File: src/include/rscm_pkg.sv
// constants, carriers and helpers for the reset source recorder and clock monitor
// assumes a byte-wide special-register port driven by the cpu core, one system clock
// What this block does
// - keep a flag register naming the internal source of the latest reset
// - pin reset, power-on clear and any read of the flag register clear it
// - watchdog reset sets its flag, other flags held
// - clock monitor reset sets flag bit 1, other flags held
// - low-voltage reset sets its flag, other flags held
// - low-voltage registers cleared by all resets except the low-voltage one
// - ring oscillator samples crystal input; stopped crystal raises internal reset
// - after any reset the monitor waits for the stabilization period to end
// - monitor idle in stop standby and the stabilization period after it
// - software crystal stop (bit 7 of either register) pauses monitor through stabilization
// - monitor idle while the ring oscillator is not running
// - monitor enable is set-only; cleared solely by reset
// - a monitor reset clears the enable and sets its cause flag
package rscm_pkg;

    localparam int RSCM_DW = 8;

    // byte addresses of the special registers
    localparam logic [15:0] RSCM_ADDR_CAUSE = 16'hFF70;
    localparam logic [15:0] RSCM_ADDR_LVCTL = 16'hFF71;
    localparam logic [15:0] RSCM_ADDR_LVLVL = 16'hFF72;
    localparam logic [15:0] RSCM_ADDR_CLMOD = 16'hFFA9;

    // field positions
    localparam int RSCM_BIT_LOWVOLT = 0;
    localparam int RSCM_BIT_CLOCKMON = 1;
    localparam int RSCM_BIT_WATCHDOG = 2;
    localparam int RSCM_BIT_MON_EN = 0;
    localparam int RSCM_BIT_OSC_STOP = 7;
    localparam int RSCM_BIT_CLK_CUT = 7;

    // reset values
    localparam logic [7:0] RSCM_REG_RESET = 8'h00;
    localparam logic RSCM_EN_RESET = 1'h0;

    // ring ticks without a crystal edge before the crystal counts as stopped
    localparam int RSCM_MISS_W = 3;
    localparam logic [RSCM_MISS_W-1:0] RSCM_MISS_LIMIT = 3'h4;
    localparam logic [RSCM_MISS_W-1:0] RSCM_MISS_ONE = 3'h1;
    localparam logic [RSCM_MISS_W-1:0] RSCM_MISS_ZERO = 3'h0;

    typedef struct packed {
        logic [15:0] addr;
        logic wr;
        logic rd;
        logic [RSCM_DW-1:0] wdata;
    } rscm_sfr_req_t;

    // reset requests from the other sources, one-cycle pulses except pin (level)
    typedef struct packed {
        logic pin;
        logic pwr_on;
        logic wdog;
        logic lowv;
    } rscm_rst_src_t;

    typedef struct packed {
        logic stop_mode;
        logic stab_done;
        logic ring_run;
        logic ring_tick;
        logic xtal;
    } rscm_clk_env_t;

    typedef enum logic [2:0] {
        RSCM_ST_HOLD = 3'h1,
        RSCM_ST_RUN = 3'h2,
        RSCM_ST_FIRE = 3'h4
    } rscm_mon_state_t;

    function automatic logic rscm_hit(input rscm_sfr_req_t r, input logic [15:0] a);
        rscm_hit = (r.addr == a);
    endfunction

endpackage

File: src/rtl/rscm_clock_monitor.sv
// crystal-stop detector sampled on ring oscillator ticks
// assumes ring_tick is a one-cycle enable per ring oscillator period, all inputs synchronous
`timescale 1ns/1ns
module rscm_clock_monitor
    import rscm_pkg::*;
(
    // clock and reset
    input wire logic clk,
    input wire logic rstn,
    // control
    input wire logic soft_rst,
    input wire logic mon_en,
    input wire logic sw_stop,
    input wire rscm_clk_env_t env,
    // status
    output logic active,
    output logic req
);

    rscm_mon_state_t state_q, state_d;
    logic [RSCM_MISS_W-1:0] miss_q, miss_d;
    logic xtal_prev_q;
    logic seen_q, seen_d;

    wire xtal_edge = env.xtal ^ xtal_prev_q;
    wire pause = soft_rst | env.stop_mode | sw_stop;
    wire heard = seen_q | xtal_edge;
    wire last_miss = (miss_q == RSCM_MISS_LIMIT - RSCM_MISS_ONE);
    // a pause in the same cycle wins, so a fire is never judged and then dropped
    wire stopped = active & ~pause & env.ring_tick & ~heard & last_miss;

    // gate on ring oscillator: without its ticks nothing can be judged
    assign active = (state_q == RSCM_ST_RUN) & mon_en & env.ring_run;
    assign req = (state_q == RSCM_ST_FIRE);

    always_comb begin
        state_d = state_q;
        case (state_q)
            RSCM_ST_HOLD: begin
                if (env.stab_done) begin
                    state_d = RSCM_ST_RUN;
                end
            end
            RSCM_ST_RUN: begin
                if (stopped) begin
                    state_d = RSCM_ST_FIRE;
                end
            end
            RSCM_ST_FIRE: state_d = RSCM_ST_HOLD;
            default: state_d = RSCM_ST_HOLD;
        endcase
        if (pause && state_q != RSCM_ST_FIRE) begin
            state_d = RSCM_ST_HOLD;
        end
    end

    always_comb begin
        seen_d = xtal_edge | (seen_q & ~env.ring_tick);
        miss_d = miss_q;
        if (!active) begin
            miss_d = RSCM_MISS_ZERO;
        end else if (env.ring_tick) begin
            miss_d = heard ? RSCM_MISS_ZERO : miss_q + RSCM_MISS_ONE;
        end
    end

    always_ff @(posedge clk or negedge rstn) begin
        if (!rstn) begin
            state_q <= RSCM_ST_HOLD;
            miss_q <= RSCM_MISS_ZERO;
            xtal_prev_q <= 1'h0;
            seen_q <= 1'h0;
        end else begin
            state_q <= state_d;
            miss_q <= miss_d;
            xtal_prev_q <= env.xtal;
            seen_q <= seen_d;
        end
    end
endmodule

File: src/rtl/rscm_reset_source.sv
// reset cause recorder, clock monitor mode and low-voltage registers
// assumes the cpu issues byte accesses on SFR_REQ with rd/wr as one-cycle strobes
// and the central reset logic consumes INTERNAL_RESET_REQ
`timescale 1ns/1ns
module rscm_reset_source
    import rscm_pkg::*;
(
    // clock and reset
    input wire logic CLK_SYS,
    input wire logic RSTN,
    // special-register port
    input wire rscm_sfr_req_t SFR_REQ,
    output logic [RSCM_DW-1:0] SFR_RDATA,
    // reset sources
    input wire rscm_rst_src_t RST_SRC,
    // clock controls owned elsewhere
    input wire logic [RSCM_DW-1:0] MAIN_OSC_CTRL,
    input wire logic [RSCM_DW-1:0] PROC_CLK_CTRL,
    input wire rscm_clk_env_t CLK_ENV,
    // results
    output logic INTERNAL_RESET_REQ,
    output logic CLKMON_ACTIVE,
    output logic [RSCM_DW-1:0] RESET_CAUSE_FLAGS,
    output logic [RSCM_DW-1:0] LOWVOLT_CTRL,
    output logic [RSCM_DW-1:0] LOWVOLT_LEVEL
);

    logic [RSCM_DW-1:0] cause_q, cause_d;
    logic [RSCM_DW-1:0] lvctl_q, lvctl_d;
    logic [RSCM_DW-1:0] lvlvl_q, lvlvl_d;
    logic [RSCM_DW-1:0] rdata_q, rdata_d;
    logic mon_en_q, mon_en_d;
    logic int_rst_q;
    logic mon_req;
    logic mon_active;

    // ------------------------------------------------------------
    // address decode
    // ------------------------------------------------------------
    wire hit_cause = rscm_hit(SFR_REQ, RSCM_ADDR_CAUSE);
    wire hit_lvctl = rscm_hit(SFR_REQ, RSCM_ADDR_LVCTL);
    wire hit_lvlvl = rscm_hit(SFR_REQ, RSCM_ADDR_LVLVL);
    wire hit_clmod = rscm_hit(SFR_REQ, RSCM_ADDR_CLMOD);

    // software is expected to read the flags only as a whole byte;
    // any read of the address is treated as that byte read
    wire rd_cause = SFR_REQ.rd & hit_cause;
    wire wr_lvctl = SFR_REQ.wr & hit_lvctl;
    wire wr_lvlvl = SFR_REQ.wr & hit_lvlvl;
    wire wr_clmod = SFR_REQ.wr & hit_clmod;

    // ------------------------------------------------------------
    // reset source classes
    // ------------------------------------------------------------
    wire ext_clear = RST_SRC.pin | RST_SRC.pwr_on;
    wire any_reset = ext_clear | RST_SRC.wdog | RST_SRC.lowv | mon_req;
    wire lv_clear = ext_clear | RST_SRC.wdog | mon_req;

    wire osc_stop = MAIN_OSC_CTRL[RSCM_BIT_OSC_STOP];
    wire clk_cut = PROC_CLK_CTRL[RSCM_BIT_CLK_CUT];
    wire sw_stop = osc_stop | clk_cut;

    // ------------------------------------------------------------
    // clock monitor
    // ------------------------------------------------------------
    rscm_clock_monitor u_mon (
        .clk(CLK_SYS),
        .rstn(RSTN),
        .soft_rst(any_reset),
        .mon_en(mon_en_q),
        .sw_stop(sw_stop),
        .env(CLK_ENV),
        .active(mon_active),
        .req(mon_req)
    );

    // ------------------------------------------------------------
    // reset cause flags
    // ------------------------------------------------------------
    // a source firing in the same cycle as a read survives the read;
    // pin and power-on clear act as full resets and win over everything
    always_comb begin
        cause_d = cause_q;
        if (rd_cause) begin
            cause_d = RSCM_REG_RESET;
        end
        if (RST_SRC.wdog) begin
            cause_d[RSCM_BIT_WATCHDOG] = 1'h1;
        end
        if (mon_req) begin
            cause_d[RSCM_BIT_CLOCKMON] = 1'h1;
        end
        if (RST_SRC.lowv) begin
            cause_d[RSCM_BIT_LOWVOLT] = 1'h1;
        end
        if (ext_clear) begin
            cause_d = RSCM_REG_RESET;
        end
    end

    // ------------------------------------------------------------
    // clock monitor enable: set-only from software
    // ------------------------------------------------------------
    always_comb begin
        mon_en_d = mon_en_q;
        if (wr_clmod && SFR_REQ.wdata[RSCM_BIT_MON_EN]) begin
            mon_en_d = 1'h1;
        end
        if (any_reset) begin
            mon_en_d = RSCM_EN_RESET;
        end
    end

    // ------------------------------------------------------------
    // low-voltage registers survive their own detector's reset
    // ------------------------------------------------------------
    always_comb begin
        lvctl_d = lvctl_q;
        lvlvl_d = lvlvl_q;
        if (wr_lvctl) begin
            lvctl_d = SFR_REQ.wdata;
        end
        if (wr_lvlvl) begin
            lvlvl_d = SFR_REQ.wdata;
        end
        if (lv_clear) begin
            lvctl_d = RSCM_REG_RESET;
            lvlvl_d = RSCM_REG_RESET;
        end
    end

    // ------------------------------------------------------------
    // read data: captured on the read strobe, held afterwards
    // ------------------------------------------------------------
    wire [RSCM_DW-1:0] clmod_view = {{(RSCM_DW-1){1'h0}}, mon_en_q};

    always_comb begin
        rdata_d = rdata_q;
        if (SFR_REQ.rd) begin
            if (hit_cause) begin
                rdata_d = cause_q;
            end else if (hit_lvctl) begin
                rdata_d = lvctl_q;
            end else if (hit_lvlvl) begin
                rdata_d = lvlvl_q;
            end else if (hit_clmod) begin
                rdata_d = clmod_view;
            end else begin
                rdata_d = RSCM_REG_RESET;
            end
        end
    end

    // ------------------------------------------------------------
    // state
    // ------------------------------------------------------------
    always_ff @(posedge CLK_SYS or negedge RSTN) begin
        if (!RSTN) begin
            cause_q <= RSCM_REG_RESET;
            mon_en_q <= RSCM_EN_RESET;
            lvctl_q <= RSCM_REG_RESET;
            lvlvl_q <= RSCM_REG_RESET;
            rdata_q <= RSCM_REG_RESET;
            int_rst_q <= 1'h0;
        end else begin
            cause_q <= cause_d;
            mon_en_q <= mon_en_d;
            lvctl_q <= lvctl_d;
            lvlvl_q <= lvlvl_d;
            rdata_q <= rdata_d;
            // monitor request joins the other internal sources
            int_rst_q <= RST_SRC.wdog | RST_SRC.lowv | mon_req;
        end
    end

    assign SFR_RDATA = rdata_q;
    assign INTERNAL_RESET_REQ = int_rst_q;
    assign CLKMON_ACTIVE = mon_active;
    assign RESET_CAUSE_FLAGS = cause_q;
    assign LOWVOLT_CTRL = lvctl_q;
    assign LOWVOLT_LEVEL = lvlvl_q;

    wire only_wdog = RST_SRC.wdog & ~ext_clear & ~mon_req & ~RST_SRC.lowv & ~rd_cause;
    wire only_mon = mon_req & ~ext_clear & ~RST_SRC.wdog & ~RST_SRC.lowv & ~rd_cause;
    wire only_lowv = RST_SRC.lowv & ~ext_clear & ~RST_SRC.wdog & ~mon_req & ~rd_cause;
    wire quiet = ~any_reset & ~rd_cause;
endmodule

File: config.mk
export PLATFORM = sky130hd
export DESIGN_NAME = rscm_reset_source
export DESIGN_NICKNAME = d
export VERILOG_FILES = /design/src/include/rscm_pkg.sv /design/src/rtl/rscm_clock_monitor.sv /design/src/rtl/rscm_reset_source.sv
export SDC_FILE = /design/constraint.sdc
export NUM_CORES = 1
export LEC_CHECK = 0
export ABC_AREA = 1
export BUFFER_PORTS_ARGS = -buffer_cell sky130_fd_sc_hd__buf_2
export CORE_UTILIZATION = 51
export DETAILED_ROUTE_END_ITERATION = 10
export GPL_TIMING_DRIVEN = 0
export PLACE_DENSITY_LB_ADDON = 0.12
export SYNTH_ARGS = -nofsm -noshare
export SYNTH_HDL_FRONTEND = slang
export SYNTH_SLANG_ARGS = --single-unit
File: constraint.sdc
create_clock -name CLK_SYS -period 4.1 [get_ports CLK_SYS]
set_input_delay 1.025 -clock CLK_SYS [delete_from_list [all_inputs] [get_ports CLK_SYS]]
set_output_delay 1.025 -clock CLK_SYS [all_outputs]
set_load 0.01 [all_outputs]
Word level (Yosys, flattened, before mapping) --
Cells that the tools add are included.
Word-level totals: register bits 42, output and inout port bits 34, word-level logic and storage cells 85
Operators by class: add/subtract/negate cells 1, equal/unequal tests 12, muxes and demuxes 22, bitwise logic cells 27, reduce and logical (&&, ||, !) cells 10
Operators by type and width (number):
- $mux W8 | 9
- $eq A16 B16 Y1 const B | 4
- $mux W3 | 6
- $or A1 B1 Y1 | 12
- $and A1 B1 Y1 | 11
- $reduce_bool A3 Y1 | 3
- $reduce_bool A2 Y1 | 4
- $eq A3 B2 Y1 const B | 2
- $mux W1 | 6
- $ne A3 B2 Y1 const B | 2
- $pmux W3 S2 | 1
- $add A3 B1 Y3 const B | 1
- $eq A3 B1 Y1 const B | 1
- $eq A3 B3 Y1 const B | 1
- $ne A3 B3 Y1 const B | 1
- $not A1 Y1 | 3
- $logic_and A1 B1 Y1 | 2
- $ne A2 B2 Y1 const B | 1
- $reduce_and A2 Y1 | 1
- $xor A1 B1 Y1 | 1

Logic depth before layout (Yosys ltp) --
depth after elaboration 14, mapped depth 9

Hierarchy --
Synthesis repeated with hierarchy kept, for this count alone.
Unflattened totals: cell total of the unflattened synthesis 278, area total of the unflattened synthesis 2128.3 um2
Modules (own cells, without submodules):
- rscm_reset_source | instances 1, cells each 229, area each 1694.1 um2, sequential area each 725.7 um2
- rscm_clock_monitor | instances 1, cells each 49, area each 434.2 um2, sequential area each 201.4 um2

Worst setup path after synthesis --
No wires, ideal clock.
path type input -> output, from input port CLK_ENV[2] (netlist name), to output port CLKMON_ACTIVE, data arrival time 1.324 ns, path slack 1.751 ns, cell stages on the path 2, cell sequence nand2_1 -> nor2_1
Between the ends: longest elaborated chain between the ends 1
Ends and longest elaborated chain:
- start: declaration | line rscm_reset_source.sv:19 | input wire rscm_clk_env_t CLK_ENV,
- $and A1 B1 Y1 | line rscm_clock_monitor.sv:33 | assign active = (state_q == RSCM_ST_RUN) & mon_en & env.ring_run;
- end: declaration | line rscm_reset_source.sv:22 | output logic CLKMON_ACTIVE,
No other way between the ends.

Worst setup path in the final report --
Same ends and word-level chain as after synthesis.

==> impl_metrics.env <==
export IMPL_cts_sinks=37
export IMPL_yosysTopAreaCellShare_pct=43.4
export IMPL_hold_viol_final=0
export IMPL_power_density_nw_per_um2=270
export IMPL_htreeDepth=2
export IMPL_path_clk_slew_ps=70
export IMPL_drtIter0Drc=160
export IMPL_synth_edff_count=0
export IMPL_cp_common_cell="buf_2"
export IMPL_cts_resized_gates=0
export IMPL_synth_cells=275
export IMPL_insertion_delay_ps=290
export IMPL_rsz0062_at_grt="no"
export IMPL_crit_type="in -> out"
export IMPL_hold_slack_ps=477
export IMPL_firstDrtPassIters=4
export IMPL_finalCritPeriodShare_pct=61.7
export IMPL_grt_max_degree=38
export IMPL_dp_hpwl_um=3330
export IMPL_nets=407
export IMPL_cpMaxStageDelayCell="nor2_1"
export IMPL_synth_seq_cells=37
export IMPL_dpl_cell_area_um2=2480
export IMPL_cts_hold_buf=0
export IMPL_cts_root_buffer="clkbuf_8"
export IMPL_grt_total_usage_pct=23.1
export IMPL_drv_cap=0
export IMPL_antenna_found_initial=0
export IMPL_syn_avg_cell_area_um2=7.55
export IMPL_core_um2=3770
export IMPL_post_route_min_period_ps=2530
export IMPL_ys_flop_type="dfrtp_1"
export IMPL_grt_pass1_vias=1714
export IMPL_num_io_pins=87
export IMPL_cellLeakagePower_uw=0.00156
export IMPL_start_util_pct=55.0
export IMPL_critPathMaxFanout=3
export IMPL_skew_ps=6.03
export IMPL_yosysWarnings=0
export IMPL_vdd_ir_drop_max_mv=0.206
export IMPL_yosysMostFrequentCell="nand2_1"
export IMPL_die_h_um=65.8
export IMPL_drv_slew=0
export IMPL_vias=1899
export IMPL_critPathLaunchType="input pin"
export IMPL_ys_async_sr_fraction_pct=100
export IMPL_final_util_pct=68.2
export IMPL_drive_gt1_share_pct=29.5
export IMPL_required_ps=3070
export IMPL_numCtsBuffers=5
export IMPL_yosysTopAreaCell="dfrtp_1"
export IMPL_globalRouteOverflowTotal=0
export IMPL_slowest_delay_ps=190
export IMPL_worst_pin_slew_ps=816
export IMPL_tns_ps=0
export IMPL_cts_setup_buffers=0
export IMPL_dieArea_um2=4330
export IMPL_endpoint_kind="output pin"
export IMPL_setup_viol=0
export IMPL_dieWidth_um=65.8
export IMPL_cts_tree="yes"
export IMPL_drc_errors=0
export IMPL_detail_route_antenna_nets=0
export IMPL_synthDistinctLibCells=28
export IMPL_clk_path_buf_depth=2
export IMPL_cp_arrival_ps=1500
export IMPL_port_buffer_count=66
export IMPL_drt_wirelength_per_cell_um=10.9
export IMPL_crit_chain="buf_2 -> nand2_1 -> nor2_1 -> buf_2"
export IMPL_synth_area_leaders="dfrtp_1 43%, nand2_1 19%, nand3_1 7.0%"
export IMPL_syn2layout_area_growth_pct=23.9
export IMPL_synthTopCellsByCount="103 x nand2_1, 36 x dfrtp_1, 29 x nand3_1"
export IMPL_slew_headroom_pct=45.6
export IMPL_grt_pass1_wl_um=7400
export IMPL_synth_area_um2=2080
export IMPL_max_freq_mhz=396
export IMPL_yosysSeqAreaShare_pct=44.7
export IMPL_viasPerCell=4.74
export IMPL_n_antenna_cell=0
export IMPL_min_path_type="reg -> reg"
export IMPL_finalWirelength_um=4390
export IMPL_fin_area_um2=2570
export IMPL_row_count=22
export IMPL_globalplace_congestion=0.824
export IMPL_status="finished clean"
==> cells in the final DEF (no fill, tap or decap), types with 2 or more instances in the layout <==
cell,Yosys,final
a21oi_1,8,8
buf_2,1,67
buf_4,5,5
clkbuf_1,1,3
clkbuf_8,0,6
conb_1,1,5
dfrtp_1,36,36
ha_1,2,2
inv_1,28,28
inv_2,4,4
nand2_1,103,103
nand2_2,2,2
nand2_4,3,3
nand3_1,29,29
nand3_2,2,2
nand3b_1,3,3
nand4_1,2,2
nor2_1,24,24
nor2_2,5,5
nor2_4,4,4
nor2_8,2,2
nor3_1,3,3
==> worst max-delay path, delay by kind of cell <==
kind | cells | cell delay [ps]
simple gates | 2 | 230
buf+inv | 2 | 250
==> worst paths after layout <==
| path | depth (start not counted) | slack, ps | endpoint | startpoint |
|---|---|---|---|---|
| max in group asynchronous | 1 | 2750 | u_mon.miss_q[2] | RSTN |
| min in group asynchronous | 1 | 820 | SFR_RDATA[4] | RSTN |
| worst max register to register | 7 | 2580 | u_mon.state_q[2] | u_mon.state_q[0] |
| worst min-delay path | 2 | 480 | SFR_RDATA[4] | SFR_RDATA[4] |
| worst max-delay path | 4 | 1570 | CLKMON_ACTIVE | CLK_ENV[2] |
| worst min register to register | 2 | 480 | SFR_RDATA[4] | SFR_RDATA[4] |
==> metrics by stage <==
| step | worst slack (ps) | std cells | power, uW |
|---|---|---|---|
| after floorplan | 1750 | 279 | 410 |
| after global placement | 1560 | 393 | 444 |
| after detailed placement | 1560 | 393 | 445 |
| after CTS | 1560 | 401 | 702 |
| after global routing | 1530 | 401 | 730 |
| final | 1570 | 401 | 695 |
==> layout make-up <==
type                            instances  area [um^2]
Fill cell                             342         1200
Multi-Input combinational cell        201          981
Sequential cell                        37          927
Timing Repair Buffer                   66          330
Inverter                               33          125
Clock buffer                            8         90.1
Tap cell                               48         60.1
Buffer                                  8         57.6
==> state kept, by name, summed over array words and instances (netlist names) <==
register	cells
u_mon.seen_q	1
LOWVOLT_CTRL	8
LOWVOLT_LEVEL	8
SFR_RDATA	8
mon_en_q	1
u_mon.state_q	3
u_mon.miss_q	3
INTERNAL_RESET_REQ	1
u_mon.xtal_prev_q	1
RESET_CAUSE_FLAGS	3
==> routing by layer <==
metal  global-route usage, %  up-vias  part of all wire (%)
met5                       0        -                     0
met4                    8.70        0                   1.2
met3                    5.00        5                   7.7
met2                    35.3       63                    45
met1                    31.9      831                    46
li1                        -     1000                     -
==> power by group <==
| group | switching (uW) | internal (uW) | total (uW) |
|---|---|---|---|
| Clock | 121 | 137 | 258 |
| Sequential | 1.43 | 368 | 370 |
| Combinational | 41.6 | 25.8 | 67.4 |
| Total | 164 | 531 | 695 |
==> logic make-up (layout without fill, tap and decap cells) <==
family	after synthesis	count (layout)	share of synthesized area, %
buffers and inverters	41	115	8.80
DFF	37	37	44.7
other	1	5	0.181
adders and majority gates	2	2	1.21
AOI/OAI and AO/OA	11	11	2.95
and+or+nand+nor	183	183	42.2
Power figures use the tool's default switching activity.
